--- src/hw/itcrc_pkg.sv ---
// package: register map, field positions and types for the iso transmit run control block
package itcrc_pkg;
    localparam logic [11:0] OFF_CTRL_SET = 12'h200;
    localparam logic [11:0] OFF_CTRL_CLR = 12'h204;
    localparam logic [11:0] OFF_CMD_PTR = 12'h20C;
    localparam logic [11:0] OFF_INT_STATUS = 12'h210;
    localparam logic [11:0] OFF_INT_MASK = 12'h214;
    localparam int BIT_RUN = 15;
    localparam int BIT_WAKE = 12;
    localparam int BIT_DEAD = 11;
    localparam int BIT_ACTIVE = 10;
    localparam int POS_SPD = 5;
    localparam int POS_EVT = 0;
    localparam logic RST_RUN = 1'b0;
    localparam logic RST_WAKE = 1'b0;
    localparam logic RST_DEAD = 1'b0;
    localparam logic [2:0] RST_SPD = 3'h0;
    localparam logic [4:0] RST_EVT = 5'h00;
    localparam logic [31:0] RST_CMD_PTR = 32'h0000_0000;
    localparam logic [3:0] RST_INT = 4'h0;
    // interrupt status bit positions
    localparam int IRQ_DONE = 0;
    localparam int IRQ_DEAD = 1;
    localparam int IRQ_START = 2;
    localparam int IRQ_STOP = 3;
    localparam logic [4:0] EVT_ACK_COMPLETE = 5'h11;
    localparam logic [4:0] EVT_DESCRIPTOR_READ = 5'h05;
    localparam logic [4:0] EVT_DATA_READ = 5'h07;
    localparam logic [4:0] EVT_UNKNOWN = 5'h0E;

    typedef enum logic [1:0] {
        ITCRC_IDLE = 2'b00,
        ITCRC_FETCH = 2'b01,
        ITCRC_WAIT = 2'b10,
        ITCRC_PROC = 2'b11
    } itcrc_state_e;

    // one descriptor-side report from the dma datapath
    typedef struct packed {
        logic fetch_done;
        logic last_done;
        logic fatal;
        logic list_end;
        logic [4:0] evt_code;
    } itcrc_report_s;
endpackage : itcrc_pkg

--- src/hw/itcrc_apb_slave.sv ---
// file: apb slave front end decoding register accesses
`timescale 1ns/1ps
module itcrc_apb_slave (
    input wire logic clk,
    input wire logic arst_n,
    input wire logic psel,
    input wire logic penable,
    input wire logic pwrite,
    input wire logic [11:0] paddr,
    input wire logic [31:0] pwdata,
    input wire logic [31:0] rd_word,
    output logic [31:0] prdata,
    output logic pready,
    output logic pslverr,
    output logic wr_stb,
    output logic rd_stb,
    output logic hit
);
    logic [31:0] next_prdata;
    logic next_pslverr;

    // zero wait state: answer in the first access cycle
    assign pready = psel & penable;
    assign wr_stb = psel & penable & pwrite;
    assign rd_stb = psel & ~penable & ~pwrite;
    assign hit = (paddr == itcrc_pkg::OFF_CTRL_SET) || (paddr == itcrc_pkg::OFF_CTRL_CLR)
        || (paddr == itcrc_pkg::OFF_CMD_PTR) || (paddr == itcrc_pkg::OFF_INT_STATUS)
        || (paddr == itcrc_pkg::OFF_INT_MASK);

    always_comb
    begin
        next_prdata = prdata;
        next_pslverr = pslverr;
        if (psel & ~penable)
        begin
            // data captured in setup so it comes from a flop in the access cycle
            next_prdata = (pwrite | ~hit) ? 32'h0000_0000 : rd_word;
            next_pslverr = ~hit;
        end
    end

    always_ff @(posedge clk or negedge arst_n)
    begin
        if (!arst_n)
        begin
            prdata <= 32'h0000_0000;
            pslverr <= 1'b0;
        end
        else
        begin
            prdata <= next_prdata;
            pslverr <= next_pslverr;
        end
    end
endmodule : itcrc_apb_slave

--- src/hw/itcrc_run_control.sv ---
// file: isochronous transmit context run control and status
// Notes on behaviour
// - hardware changes run only on reset
// - bits 14 and 13 read zero
// - wake cleared on every descriptor fetch; a software set of wake in the same cycle keeps it set
// - dead set on fatal processing error
// - dead held until run cleared
// - active reads one while processing descriptors
// - bits 9 and 8 read zero
// - speed field meaningless for transmit
// - completion code written after last descriptor
// - set and clear write addresses
// - run start fetches at command pointer
`timescale 1ns/1ps
module itcrc_run_control (
    input wire logic clk,
    input wire logic arst_n,
    input wire logic soft_reset,
    input wire logic psel,
    input wire logic penable,
    input wire logic pwrite,
    input wire logic [11:0] paddr,
    input wire logic [31:0] pwdata,
    output logic [31:0] prdata,
    output logic pready,
    output logic pslverr,
    input wire itcrc_pkg::itcrc_report_s report,
    input wire logic fetch_ready,
    output logic fetch_req,
    output logic [31:0] fetch_addr,
    output logic irq
);
    logic run;
    logic wake;
    logic dead;
    logic [2:0] spd;
    logic [4:0] evt;
    logic [31:0] cmd_ptr;
    logic [3:0] int_status;
    logic [3:0] int_mask;
    itcrc_pkg::itcrc_state_e state;
    logic next_run;
    logic next_wake;
    logic next_dead;
    logic [2:0] next_spd;
    logic [4:0] next_evt;
    logic [31:0] next_cmd_ptr;
    logic [3:0] next_int_status;
    logic [3:0] next_int_mask;
    itcrc_pkg::itcrc_state_e next_state;
    logic [31:0] rd_word;
    logic [31:0] ctrl_word;
    logic wr_stb;
    logic hit;
    logic active;
    logic [3:0] int_events;
    logic wr_set;
    logic wr_clr;
    logic halt;
    logic int_w1c;

    itcrc_apb_slave u_apb (
        .clk(clk),
        .arst_n(arst_n),
        .psel(psel),
        .penable(penable),
        .pwrite(pwrite),
        .paddr(paddr),
        .pwdata(pwdata),
        .rd_word(rd_word),
        .prdata(prdata),
        .pready(pready),
        .pslverr(pslverr),
        .wr_stb(wr_stb),
        .rd_stb(),
        .hit(hit)
    );

    assign wr_set = wr_stb && (paddr == itcrc_pkg::OFF_CTRL_SET);
    assign wr_clr = wr_stb && (paddr == itcrc_pkg::OFF_CTRL_CLR);

    // active follows the state, never a separate flop that could drift; a list-end wait is not processing
    always_comb
    begin
        case (state)
            itcrc_pkg::ITCRC_FETCH: active = 1'b1;
            itcrc_pkg::ITCRC_PROC: active = 1'b1;
            default: active = 1'b0;
        endcase
    end

    // stop request shared by both sequencer overrides
    assign halt = !run || dead || soft_reset;

    always_comb
    begin
        ctrl_word = 32'h0000_0000;
        ctrl_word[itcrc_pkg::BIT_RUN] = run;
        ctrl_word[itcrc_pkg::BIT_WAKE] = wake;
        ctrl_word[itcrc_pkg::BIT_DEAD] = dead;
        ctrl_word[itcrc_pkg::BIT_ACTIVE] = active;
        ctrl_word[itcrc_pkg::POS_SPD +: 3] = spd;
        ctrl_word[itcrc_pkg::POS_EVT +: 5] = evt;
    end

    always_comb
    begin
        rd_word = 32'h0000_0000;
        case (paddr)
            itcrc_pkg::OFF_CTRL_SET: rd_word = ctrl_word;
            itcrc_pkg::OFF_CTRL_CLR: rd_word = ctrl_word;
            itcrc_pkg::OFF_CMD_PTR: rd_word = cmd_ptr;
            itcrc_pkg::OFF_INT_STATUS: rd_word = {28'h0000000, int_status};
            itcrc_pkg::OFF_INT_MASK: rd_word = {28'h0000000, int_mask};
            default: rd_word = 32'h0000_0000;
        endcase
    end

    // run and wake: only software writes and resets touch run
    always_comb
    begin
        next_run = run;
        next_wake = wake;
        if (wr_set && pwdata[itcrc_pkg::BIT_RUN])
        begin
            next_run = 1'b1;
        end
        if (wr_clr && pwdata[itcrc_pkg::BIT_RUN])
        begin
            next_run = 1'b0;
        end
        if (wr_clr && pwdata[itcrc_pkg::BIT_WAKE])
        begin
            next_wake = 1'b0;
        end
        // a fetch clears wake, but a same-cycle software set wins
        if (report.fetch_done)
        begin
            next_wake = 1'b0;
        end
        if (wr_set && pwdata[itcrc_pkg::BIT_WAKE])
        begin
            next_wake = 1'b1;
        end
        if (soft_reset)
        begin
            next_run = itcrc_pkg::RST_RUN;
            next_wake = itcrc_pkg::RST_WAKE;
        end
    end

    // sequencer
    always_comb
    begin
        next_state = state;
        fetch_req = 1'b0;
        case (state)
            itcrc_pkg::ITCRC_IDLE:
            begin
                if (run && !dead)
                begin
                    next_state = itcrc_pkg::ITCRC_FETCH;
                end
            end
            itcrc_pkg::ITCRC_FETCH:
            begin
                fetch_req = 1'b1;
                if (fetch_ready)
                begin
                    next_state = itcrc_pkg::ITCRC_PROC;
                end
            end
            itcrc_pkg::ITCRC_PROC:
            begin
                if (report.list_end)
                begin
                    next_state = itcrc_pkg::ITCRC_WAIT;
                end
                else if (report.last_done)
                begin
                    next_state = itcrc_pkg::ITCRC_FETCH;
                end
            end
            itcrc_pkg::ITCRC_WAIT:
            begin
                // stalled at list end; wake resumes from the command pointer
                if (wake)
                begin
                    next_state = itcrc_pkg::ITCRC_FETCH;
                end
            end
            default: next_state = itcrc_pkg::ITCRC_IDLE;
        endcase
        if (halt || report.fatal)
        begin
            next_state = itcrc_pkg::ITCRC_IDLE;
        end
        if (state == itcrc_pkg::ITCRC_WAIT && !wake)
        begin
            next_state = halt ? itcrc_pkg::ITCRC_IDLE : itcrc_pkg::ITCRC_WAIT;
        end
    end

    // status fields and command pointer
    always_comb
    begin
        next_dead = dead;
        next_evt = evt;
        next_spd = spd;
        next_cmd_ptr = cmd_ptr;
        if (active && report.fatal)
        begin
            next_dead = 1'b1;
        end
        else if (!run)
        begin
            next_dead = 1'b0;
        end
        if (active && report.last_done)
        begin
            next_evt = report.evt_code;
        end
        if (wr_set && (paddr == itcrc_pkg::OFF_CTRL_SET) && !run)
        begin
            next_cmd_ptr = cmd_ptr;
        end
        if (wr_stb && (paddr == itcrc_pkg::OFF_CMD_PTR) && !run)
        begin
            // pointer loadable only while stopped
            next_cmd_ptr = pwdata;
        end
        if (soft_reset)
        begin
            next_dead = itcrc_pkg::RST_DEAD;
            next_evt = itcrc_pkg::RST_EVT;
            next_spd = itcrc_pkg::RST_SPD;
        end
    end

    assign fetch_addr = cmd_ptr;

    // interrupts: set wins over write-one-to-clear
    assign int_events[itcrc_pkg::IRQ_DONE] = active && report.last_done;
    assign int_events[itcrc_pkg::IRQ_DEAD] = active && report.fatal;
    assign int_events[itcrc_pkg::IRQ_START] = (state == itcrc_pkg::ITCRC_IDLE)
        && (next_state != itcrc_pkg::ITCRC_IDLE);
    assign int_events[itcrc_pkg::IRQ_STOP] = active && (next_state == itcrc_pkg::ITCRC_IDLE);

    assign int_w1c = wr_stb && (paddr == itcrc_pkg::OFF_INT_STATUS);

    // per-bit sticky status; an event in the clearing cycle must not be lost
    genvar gi;
    generate
        for (gi = 0; gi < 4; gi++)
        begin : g_int_bit
            assign next_int_status[gi] = (int_status[gi] & ~(int_w1c & pwdata[gi])) | int_events[gi];
        end
    endgenerate

    always_comb
    begin
        next_int_mask = int_mask;
        if (wr_stb && (paddr == itcrc_pkg::OFF_INT_MASK))
        begin
            next_int_mask = pwdata[3:0];
        end
    end

    assign irq = |(int_status & int_mask);

    always_ff @(posedge clk or negedge arst_n)
    begin
        if (!arst_n)
        begin
            run <= itcrc_pkg::RST_RUN;
            wake <= itcrc_pkg::RST_WAKE;
            dead <= itcrc_pkg::RST_DEAD;
            spd <= itcrc_pkg::RST_SPD;
            evt <= itcrc_pkg::RST_EVT;
            cmd_ptr <= itcrc_pkg::RST_CMD_PTR;
            int_status <= itcrc_pkg::RST_INT;
            int_mask <= itcrc_pkg::RST_INT;
            state <= itcrc_pkg::ITCRC_IDLE;
        end
        else
        begin
            run <= next_run;
            wake <= next_wake;
            dead <= next_dead;
            spd <= next_spd;
            evt <= next_evt;
            cmd_ptr <= next_cmd_ptr;
            int_status <= next_int_status;
            int_mask <= next_int_mask;
            state <= next_state;
        end
    end
endmodule : itcrc_run_control

--- config.mk ---
export PLATFORM = sky130hd
export DESIGN_NAME = itcrc_run_control
export DESIGN_NICKNAME = d
export VERILOG_FILES = /design/src/hw/itcrc_pkg.sv /design/src/hw/itcrc_apb_slave.sv /design/src/hw/itcrc_run_control.sv
export SDC_FILE = /design/constraint.sdc
export NUM_CORES = 1
export LEC_CHECK = 0
export ABC_AREA = 1
export CORE_UTILIZATION = 30
export DETAILED_ROUTE_END_ITERATION = 12
export DONT_BUFFER_PORTS = 1
export MAX_ROUTING_LAYER = met4
export PLACE_DENSITY = 0.53
export RECOVER_POWER = 25
export REMOVE_ABC_BUFFERS = 1
export SYNTH_ARGS = -nofsm -noshare
export SYNTH_HDL_FRONTEND = slang
export SYNTH_SLANG_ARGS = --single-unit
--- constraint.sdc ---
create_clock -name clk -period 1.33 [get_ports clk]
set_input_delay 0.266 -clock clk [delete_from_list [all_inputs] [get_ports clk]]
set_output_delay 0.266 -clock clk [all_outputs]
set_load 0.1 [all_outputs]
==> results.md, run 1 <==
- The number of antenna violations at the first check in global routing is 0.
- The checks that failed: negative hold slack, negative setup slack.
- The hold violation total from the final report is 83.
- The clock arrives with 0.00751 ns of skew.
- The area of the die is 13700 µm².
- The flow ran to the end, but the final reports show violations.
- 0 antenna diodes ended up in the layout.
- The instance count after placement with tap cells included is 718.
- The combinational fraction of design power is 3.6%.
- The slew at the pin closest to its max-slew limit is 0.300 ns.
- The count of routing violations after the opening detailed-route iteration is 218.
- The number of warnings issued by yosys is 0.
- Setup total negative slack on the finished layout was measured at -0.0963 ns.
- The share of the clock period used by the worst path after layout is 106%.
- Total power for the finished layout comes to 5.36 mW.
- The internal portion of the total power is 4.25 mW.
- After detailed routing, the number of remaining DRC violations is 0.
- Synthesis produced a netlist whose cell count is 468.
- In this run the count of I/O pins placed on the die edge is 128.
- The share of final-layout standard cells stronger than drive strength 1 is 28.3%.
- The area of all placed cells without fillers is 5710 µm².
- For the worst setup path, the data required time is 1.06 ns.
- The share of total power dissipated in the clock network is 49.1%.
- The worst setup path is captured at an output pin.
- The data arrival at the endpoint of the critical path is 1.15 ns.
- The launching element type of the critical path is a flip-flop.
- The final-report setup violation count is 2.
- Cells fill 44.7% of the core in the end.
- After synthesis, the netlist uses 24 different library cells.
- The total of fill cells in the finished design is 1202.
- The worst slew margin relative to its limit is 80.0%.
- After legalization and detailed placement, the total HPWL measured 8.11 mm.
- The area added between synthesis and finish is 43.7%.
- The first global-routing pass estimated 17.6 mm of wire.
- The cts-stage hold buffer count is 2.
- The final-layout worst hold slack is -0.374 ns.
- The detailed-route vias per instance is 4.56.
- The final layout contains 630 nets.
- The H-tree depth is 3.
- The first TritonRoute pass finished after 4 iterations.
- Subtracting the final worst setup slack from the clock period gives 1.42 ns.
- The wire length per cell is 14.7 µm.
- Routability-driven placement finished with a final weighted congestion of 0.851.
- The count of nets left with antenna violations once routing finished came out at 0.
- The portion of total power attributed to sequential cells is 47.4%.
- The worst-case IR drop observed on VDD is 0.980 mV.
- The path class of the tightest hold or removal check is in2async.
- The horizontal die dimension is 117 µm.
- The synthesized area divided by synthesized cell count is 8.50 µm².
- The cell at the root of the clock tree is clkbuf_16.
- The sink count of the clock tree is 83.
- The total wire length after detailed routing is 11.0 mm.
- The number of buffers created by CTS is 9.
- The via count of the first global-routing pass was 3554.
- The largest fanout of any net on the critical path is 2.
- The proportion of total power due to net switching is 20.8%.
- The CTS clock-pin slew for the worst setup and hold paths is 0.06 ns.
- The clock latency reported for the late side of the worst-skew pair is 0.34 ns.
- In this run the power spent charging and discharging nets is 1.12 mW.
- The pin count of the biggest net entering global routing is 84.
- The filler-free cell count of the finished design is 747.
- The starting density of the core is 31.1%.
- The total track usage is 17.5%.
- The number of placement rows is 41.
- The tool flagged a number of max-cap violations equal to 0.
- Summed over all cells, the static leakage comes to 2.92 nW.
- Setup repair after global routing could not meet its margin everywhere.
- The post-synthesis sequential element count is 83.
- For this block, the via count after detailed routing is 3408.
- The worst setup path is of the reg2out kind.
- The remaining global-route overflow is 0.
- The buffer depth of the longest clock path is 2.
- The netlist area before placement is 3980 µm².
- The die span in y is 117 µm.
- The number of buffers inserted by port buffering is 0.
- The total count of max-transition violations in the final report came to 0.
- The placed standard-cell area is 5280 µm².
- The floorplan core area is 12800 µm².
- In this run the power density over the cells is 939 nW/µm².
- Sequential cells were found to cover 52.2% of the synthesized design area.
- Derived from the worst setup path, the maximum achievable clock frequency is 706 MHz.
- The smallest setup slack after layout is -0.0856 ns.
- The TritonCTS clock tree is done.
==> cells in the final DEF (no fill, tap or decap), drive strengths merged <==
master,Yosys,routed
a21oi,6,6
buf,8,106
bufinv,0,2
clkbuf,9,12
clkinvlp,0,2
dfrtp,83,83
dlygate4sd3,0,2
inv,66,66
mux2,26,26
nand2,135,135
nand3,57,57
nand4,6,6
nor2,43,43
nor3,2,2
o2111ai,1,1
o211ai,1,1
o21ai,24,24
o31ai,1,1
==> power by group through the flow <==
stage	logic, mW	registers (mW)	clock network (mW)
after CTS	0.189	2.54	2.72
after global routing	0.209	2.54	2.81
after detailed placement	0.169	2.59	0
after global placement	0.166	2.59	0
after floorplan	0.0939	2.59	0
final	0.191	2.54	2.63
==> cell usage after synthesis, drive strengths merged <==
cell / instances / area (µm²)
nand3: 57 / 290
o21ai: 24 / 120
o31ai: 1 / 7.51
buf: 8 / 63.8
nor2: 43 / 196
dfrtp: 83 / 2080
a21oi: 6 / 37.5
nor3: 2 / 10.0
o211ai: 1 / 7.51
mux2: 26 / 323
clkbuf: 9 / 33.8
nand4: 6 / 43.8
o2111ai: 1 / 8.76
inv: 66 / 248
nand2: 135 / 509
==> cells by family after synthesis <==
family,after synthesis,share of synthesized area [%]
AO/OA/AOI/OAI,33,4.56
buffers and inverters,83,8.68
flip-flops,83,52.2
multiplexers,26,8.12
AND/OR/NAND/NOR,243,26.4
==> timing repair <==
item	4_1_cts	5_1_grt
endpoints found under the hold margin	87	83
buffers inserted	8	3
endpoints found under the setup margin	2	4
gates resized for setup	4	6
pin swaps	4	2
==> critical path, cell delays in order (launching register included) <==
cell     delay, ns
dfrtp_1       0.39
nand2_1       0.07
nand4_1       0.14
buf_8         0.21
==> registers in the layout, indices dropped and copies added, names as in the netlist <==
signal,cells
fetch_addr,32
u_apb.prdata,32
evt,5
int_mask,4
int_status,4
state,2
dead,1
run,1
u_apb.pslverr,1
wake,1
==> routing by layer <==
layer  part of all wire (%)  vias to the layer above  wire length [µm]  track usage (%)
met3                    7.7                       20               846             5.10
met2                     47                      123              5160             28.3
met5                      0                        -                 0                -
met4                    2.0                        0               223             6.33
li1                       -                     1680                 -                -
met1                     43                     1585              4750             20.8
==> through the flow <==
| stage | setup slack [ns] | hold WS [ns] |
|---|---|---|
| 6_report | -0.0856 | -0.374 |
| 5_1_grt | -0.141 | -0.397 |
| 4_1_cts | -0.0935 | -0.392 |
| 3_5_place_dp | -0.179 | -0.0267 |
| 3_3_place_gp | -0.159 | -0.0277 |
| 2_1_floorplan | -1.21 | -0.0296 |
==> path summary, 6_finish.rpt <==
kind | startpoint | end | slack [ns] | cells after the start
worst max register to register | run$_DFFE_PN0P_ | fetch_addr[13]$_DFFE_PN0P_ | 0.07 | 4
worst min register to register | u_apb.prdata[14]$_DFFE_PN0P_ | u_apb.prdata[14]$_DFFE_PN0P_ | 0.48 | 2
min in group clk | pwdata[29] | fetch_addr[29]$_DFFE_PN0P_ | 0.08 | 1
worst max-delay path | int_status[1]$_DFF_PN0_ | irq | -0.09 | 3
max in group asynchronous | arst_n | state[0]$_DFF_PN0_ | 1.58 | 0
worst min-delay path | arst_n | u_apb.prdata[28]$_DFFE_PN0P_ | -0.37 | 0
==> cell type report <==
class / instances / area, µm² / share of cell area, %
clock inverter: 4 / 75.1 / 1.31
inverter: 66 / 248 / 4.34
timing repair buffer: 108 / 1290 / 22.5
sequential: 83 / 2080 / 36.4
multi-input combinational: 302 / 1580 / 27.6
tap: 172 / 215 / 3.77
clock buffer: 12 / 236 / 4.14
(Power assumes the default switching activity.)
==> run 2: changes to the inputs <==
Settings changed: CORE_ASPECT_RATIO set to 1.25.
==> results.md, run 2 (synthesis gave the netlist of run 1 again) <==
- The detailed-routing iteration count for the pre-antenna-repair pass is 4.
- At the worst endpoint, the required time is 1.06 ns.
- Among cell families on the critical path, the largest total delay comes from flip-flops.
- After the first detailed-routing iteration, the DRC count stood at 121.
- The post-route total power is 5.11 mW.
- The core region is 12800 µm².
- The buffer depth of the longest clock path is 2.
- The HPWL after detailed placement is 8.00 mm.
- For this design the ratio of total power to cell area is 921 nW/µm².
- Registers take 2080 µm².
- Entering global routing, the biggest net connects 84 pins.
- Leaving out fill and tap cells, the most frequent cell in the layout is nand2_1.
- The number of clock buffers added by TritonCTS is 9.
- Derived from the worst setup path, the maximum achievable clock frequency is 710 MHz.
- The starting density of the core is 31.0%.
- Sequential cells account for 49.7% of the total power.
- The count of antenna diodes in the layout is 0.
- The largest fanout of any net on the critical path is 2.
- The total buffers and inverters traversed by the critical path is 1.
- The combinational fraction of design power is 3.6%.
- The top-level I/O count is 128.
- From left edge to right edge, the die measures 105 µm.
- The number of buffers inserted by port buffering is 0.
- The cell at the root of the clock tree is clkbuf_16.
- Routability-driven placement finished with a final weighted congestion of 0.812.
- The worst pin sits at a relative slew slack of 79.3%.
- The die span in y is 131 µm.
- Leaving out fill and tap cells, the most frequent cells in the layout are nand2_1, dfrtp_1, buf_4.
- Once layout is done, the placed cells without fillers occupy 5550 µm².
- The critical path start-end classification is reg2out.
- The first global-routing pass estimated 16.9 mm of wire.
- After clock tree synthesis, the clock-pin slew on the worst setup and hold paths is 0.06 ns.
- The multi-input combinational cells in the finished layout cover a total of 1580 µm².
- In this run the remaining antenna-violating nets after routing total 0.
- Max-cap violations in this run came to 0.
- Summed over all layers, the routed wires come to 10.6 mm.
- The sink count of the clock tree is 83.
- In the final layout, the share of cells above drive strength 1 is 28.1%.
- The total count of max-transition violations in the final report came to 0.
- The largest single stage delay on the critical path is 0.39 ns.
- The total of fill cells in the finished design is 1244.
- The data arrival at the endpoint of the critical path is 1.14 ns.
- In this run the power spent charging and discharging nets is 1.07 mW.
- After detailed routing, the number of remaining DRC violations is 0.
- The final-layout worst hold slack is -0.379 ns.
- The number of placement rows is 46.
- For this design the static power due to leakage is 2.88 nW.
- The via count of the first global-routing pass came to 3375.
- The total track usage is 16.5%.
- The smallest clock period supported by the final layout is computed as 1.41 ns.
- The flow ran to the end, but the final reports show violations.
- At the placement stage, the worst setup path has a slack of -0.226 ns.
- The placed standard-cell area is 5130 µm².
- The share of the clock period used by the worst path after layout is 106%.
- Using the TritonRoute via totals, the vias-per-cell ratio works out to 4.54.
- Setup repair after global routing could not meet its margin everywhere.
- TritonCTS built the clock tree.
- The slowest cell on the critical path is dfrtp_1.
- The area added between synthesis and finish is 39.6%.
- The internal reg-to-reg setup slack is 0.07 ns.
- The number of hold buffers added after CTS was 2.
- The number of vias after detailed routing is 3380.
- The finished layout holds 745 standard cells, fillers aside.
- Summed over all failing endpoints, the final setup total negative slack is -0.102 ns.
- The signal on the critical path passes through nand2_1 -> nand4_1 -> buf_8.
- The clock network power share is 46.7%.
- The internal portion of the total power is 4.04 mW.
- For the worst-skew pair, the clock arrives at the later sink with an insertion delay of 0.34 ns.
- Setup slack on the critical path of the routed design comes to -0.0792 ns.
- The tightest min-delay check is of the in2async type.
- The maximum ir drop on the vdd rail is 0.504 mV.
- The share of the core filled with cells in the final layout is 43.3%.
- The final-report setup violation count is 2.
- The number of antenna violations at the first check in global routing was 0.
- The post-route clock skew is 0.00765 ns.
- The hold violation total from the final report was 83.
- For the pin with the worst max-slew slack, the measured transition is 0.310 ns.
- The wire length per cell is 14.2 µm.
- The launching element type of the critical path is a flip-flop.
- The proportion of total power due to net switching is 21.0%.
- The area of the die is 13700 µm².
- After the last flow step, the layout net total stands at 633.
- The number of placed instances, taps included, is 716.
- The H-tree depth is 3.
- After global routing the overflow that remains totals 0.
- The final reports fail on negative hold slack, negative setup slack.
- The worst setup path is captured at an output pin.
==> run 2: changes by cell type in the layout (fill, tap and decap cells not counted), moves of 2 or more <==
| cell | previous run | this run |
|---|---|---|
| buf_12 | 37 | 24 |
| buf_4 | 68 | 82 |
| clkinvlp_4 | 2 | 0 |
| clkinv_2 | 0 | 2 |
==> run 2: cell type report <==
cell class	instances	share of cell area [%]
clock buffers	12	4.26
clock inverters	3	0.721
inverters	66	4.46
multi-input cells	302	28.5
flip-flops and latches	83	37.4
well taps	168	3.79
repair buffers	111	20.8
==> run 2: worst register-to-register path, stage by stage (launching register included) <==
cell and delay, ns:
dfrtp_1 0.37, inv_1 0.12, nand4_4 0.14, buf_12 0.19, mux2_4 0.31
==> run 2: worst paths after layout <==
check	from	end	cells past startpoint
max in group asynchronous	arst_n	fetch_addr[22]$_DFFE_PN0P_	0
max	int_status[2]$_DFF_PN0_	irq	3
min reg2reg	u_apb.prdata[9]$_DFFE_PN0P_	u_apb.prdata[9]$_DFFE_PN0P_	2
max reg2reg	run$_DFFE_PN0P_	fetch_addr[26]$_DFFE_PN0P_	4
min	arst_n	fetch_addr[13]$_DFFE_PN0P_	0
min in group clk	report[4]	evt[4]$_DFFE_PN0P_	2
==> run 2: per-layer routing <==
| metal | routed length, µm | track usage, % | share of wire, % |
|---|---|---|---|
| met4 | 132 | 5.55 | 1.2 |
| met1 | 4160 | 17.8 | 39 |
| met5 | 0 | - | 0 |
| met2 | 5580 | 29.0 | 53 |
| met3 | 692 | 5.31 | 6.6 |
==> run 2: power groups by stage <==
| stage | clock network, mW | registers, mW | logic [mW] |
|---|---|---|---|
| 3_3_place_gp | 0 | 2.59 | 0.159 |
| 6_report | 2.39 | 2.54 | 0.185 |
| 2_1_floorplan | 0 | 2.59 | 0.0939 |
| 3_5_place_dp | 0 | 2.59 | 0.162 |
| 4_1_cts | 2.47 | 2.54 | 0.182 |
| 5_1_grt | 2.55 | 2.54 | 0.203 |
==> run 2: timing repair <==
item	4_1_cts	5_1_grt
setup endpoints to repair	2	23
buffers inserted	7	5
gates resized for setup	3	7
pin swaps	3	2
hold endpoints to repair	87	83
==> run 3: changes to the inputs <==
--- a/config.mk
+++ b/config.mk
@@ -8,4 +8,5 @@
 export ABC_AREA = 1
+export ABC_CLOCK_PERIOD_IN_PS = 1330
 export CORE_ASPECT_RATIO = 1.25
-export CORE_UTILIZATION = 30
+export CORE_UTILIZATION = 57
 export DETAILED_ROUTE_END_ITERATION = 12
@@ -13,3 +14,3 @@
 export MAX_ROUTING_LAYER = met4
-export PLACE_DENSITY = 0.53
+export PLACE_DENSITY = 0.83
 export RECOVER_POWER = 25
==> constraint.sdc (replaced) <==
create_clock -name clk -period 1.33 [get_ports clk]
set_input_delay 0.0665 -clock clk [delete_from_list [all_inputs] [get_ports clk]]
set_output_delay 0.0665 -clock clk [all_outputs]
set_load 0.1 [all_outputs]
==> results.md, run 3 (synthesis gave the netlist of run 1 again) <==
- In the final layout, flip-flops and latches occupy 2080 µm².
- IR analysis of the VDD net gives a maximum drop of 0.702 mV.
- The first global-routing pass estimated 17.6 mm of wire.
- OpenSTA, run right after detailed placement, puts the worst setup slack at -0.0686 ns.
- The worst slew margin relative to its limit is 81.0%.
- The required time at the endpoint of the critical path is 1.26 ns.
- The floorplan core area is 6650 µm².
- The share of final-layout standard cells stronger than drive strength 1 is 24.0%.
- The worst register-to-register path begins at run$_DFFE_PN0P_.
- The clock network power share is 43.1%.
- The TritonCTS clock tree is done.
- The critical path is of the reg2out type.
- In this run, flip-flops and latches consume 51.6% of the power.
- The analysis attributes to cell leakage a power of 2.86 nW.
- The hold violation total from the final report was 83.
- Across all register-to-register paths, the minimum setup slack is 0.06 ns.
- The die span in y is 95.4 µm.
- The minimum period implied by the final worst setup slack is 1.33 ns.
- The horizontal die dimension is 76.7 µm.
- STA classifies the critical path startpoint as a flip-flop.
- The number of vias after detailed routing is 3705.
- The type of destination of the critical path is an output pin.
- The number of antenna violations at the first check in global routing is 0.
- The count of nets left with antenna violations after detail routing is 0.
- The power density of the placed cells is 920 nW/µm².
- The instance count after placement with tap cells included is 622.
- Summing all non-filler instances in the final layout gives an area of 5350 µm².
- After legalization and detailed placement, the total HPWL measured 7.11 mm.
- The congestion estimate from routability-driven global placement came to 0.915.
- The cts-stage hold buffer count is 42.
- The combinational fraction of design power is 5.3%.
- The area growth from synthesis to layout is 34.5%.
- Along the worst path, the maximum fanout reaches 8.
- Across all hold checks on the routed design, the worst slack comes to -0.605 ns.
- The signal on the critical path passes through inv_1 -> nor2_2 -> buf_12.
- The tree built by TritonCTS fans out to 83 sinks.
- The total count of max-transition violations in the final report is 0.
- Row generation in the floorplan step produced 33 rows.
- The number of buffers inserted by port buffering is 0.
- In the layout the commonest cells are nand2_1, buf_4, dfrtp_1.
- The layout net count is 652.
- The via count of the first global-routing pass is 3697.
- Setup violations remaining at the end of the flow were counted as 1.
- Before antenna repair, the detailed router went through 5 iterations.
- The total wire length after detailed routing is 10.9 mm.
- The achievable clock frequency is 751 MHz.
- After detailed routing, the number of remaining DRC violations is 0.
- On the worst path, the slowest cell contributes a delay of 0.44 ns.
- The worst path uses 100% of the clock period.
- The wire length per cell is 16.0 µm.
- The count of routing violations after the opening detailed-route iteration is 225.
- Leaving out fill and tap cells, the most frequent cell in the layout is nand2_1.
- The top-level I/O count is 128.
- The clock arrives with 0.00947 ns of skew.
- The detailed-route vias per instance is 5.42.
- The data arrival at the endpoint of the critical path is 1.27 ns.
- Entering global routing, the biggest net connects 84 pins.
- The final reports fail on negative hold slack, negative setup slack.
- Measured on the finished design, the core utilization comes to 80.4%.
- The slowest stage of the critical path is the dfrtp_2 cell.
- Excluding fillers, the count of instances in the completed layout stands at 683.
- The total overflow left after global routing is 0.
- TritonCTS created 9 clock buffers.
- Setup repair after global routing could not meet its margin everywhere.
- The total track usage is 32.3%.
- The endpoint identified for the worst register-to-register timing path is fetch_addr[17]$_DFFE_PN0P_.
- The die covers 7320 µm².
- The total internal power is 3.89 mW.
- The length in cells of the worst reg-to-reg path is 4.
- The layout has 403 filler cells.
- The CTS clock-pin slew for the worst setup and hold paths is 0.08 ns.
- In this run switching power makes up 20.9% of total power.
- The count of antenna diodes in the layout is 0.
- At the later pin of the worst-skew pair, clock insertion delay measures 0.35 ns.
- The cell at the root of the clock tree is clkbuf_8.
- The placed standard-cell area is 4650 µm².
- In the post-route analysis, the smallest setup slack over all paths is -0.00166 ns.
- The slew at the pin closest to its max-slew limit is 0.283 ns.
- In the final timing run, aggregate negative setup slack is -0.00166 ns.
- Summing all multi-input logic gate instances after layout gives 1560 µm².
- The buffer depth of the longest clock path is 2.
- The run finished, with violations left.
- In this run the power spent charging and discharging nets is 1.03 mW.
- The class of the tightest hold or removal check is in2async.
- The clock tree synthesis step divided the H-tree into 3 levels.
- The post-route total power is 4.92 mW.
- The max-cap violation count is 0.
- For this configuration, the core starts out at a cell density of 59.8%.
## run 3: cell count changes in the layout (fill, tap and decap cells not counted), moves of 2 or more
cell,previous run,this run
clkbuf_1,3,1
nor2_4,6,4
clkbuf_8,0,9
buf_12,24,3
buf_4,82,84
dlygate4sd3_1,2,42
clkbuf_16,9,0
bufinv_16,1,3
nor2_2,2,4
buf_8,2,0
## run 3: timing repair
item / CTS / global route
hold endpoints to repair: 135 / 83
setup endpoints to repair: 1 / 14
setup buffers: 0 / 4
pin swaps: 0 / 1
gates resized for setup: 2 / 5
## run 3: worst max-delay path by stage
stage / start / to / slack, ns
detailed placement: paddr[6] / u_apb.prdata[3]$_DFFE_PN0P_ / -0.07
finish: state[0]$_DFF_PN0_ / fetch_req / -0.002
CTS: run$_DFFE_PN0P_ / fetch_addr[17]$_DFFE_PN0P_ / 0.0008
global route: state[0]$_DFF_PN0_ / fetch_req / -0.04
global placement: paddr[6] / u_apb.prdata[1]$_DFFE_PN0P_ / 0.003
floorplan: psel / fetch_addr[24]$_DFFE_PN0P_ / -1.01
## run 3: critical path, delay by kind of cell, from the launching register on
kind | cells | cell delay (ns)
buffers and inverters | 2 | 0.29
flip-flops | 1 | 0.44
AND/OR/NAND/NOR | 1 | 0.18
## run 3: routing by layer
metal  up-vias  track usage, %  routed length (µm)
met5         -               -                   0
met4         0            16.3                 261
met3        26            4.98                 735
met2       192            57.7                5870
met1      1762            35.1                4070
li1       1725               -                   -
## run 3: cell type report
type                            instances  share of cell area (%)
Inverter                               66                    4.63
Multi-Input combinational cell        302                    29.2
Sequential cell                        83                    38.9
Clock inverter                          5                    1.92
Timing Repair Buffer                  130                    21.0
Tap cell                               87                    2.04
Clock buffer                           10                    2.39
## run 3: power by group through the flow
| stage | sequential, mW | clock [mW] | combinational [mW] |
|---|---|---|---|
| after CTS | 2.54 | 2.12 | 0.254 |
| after global placement | 2.59 | 0 | 0.143 |
| after floorplan | 2.59 | 0 | 0.0939 |
| final | 2.54 | 2.12 | 0.260 |
| after detailed placement | 2.59 | 0 | 0.148 |
| after global routing | 2.54 | 2.23 | 0.280 |
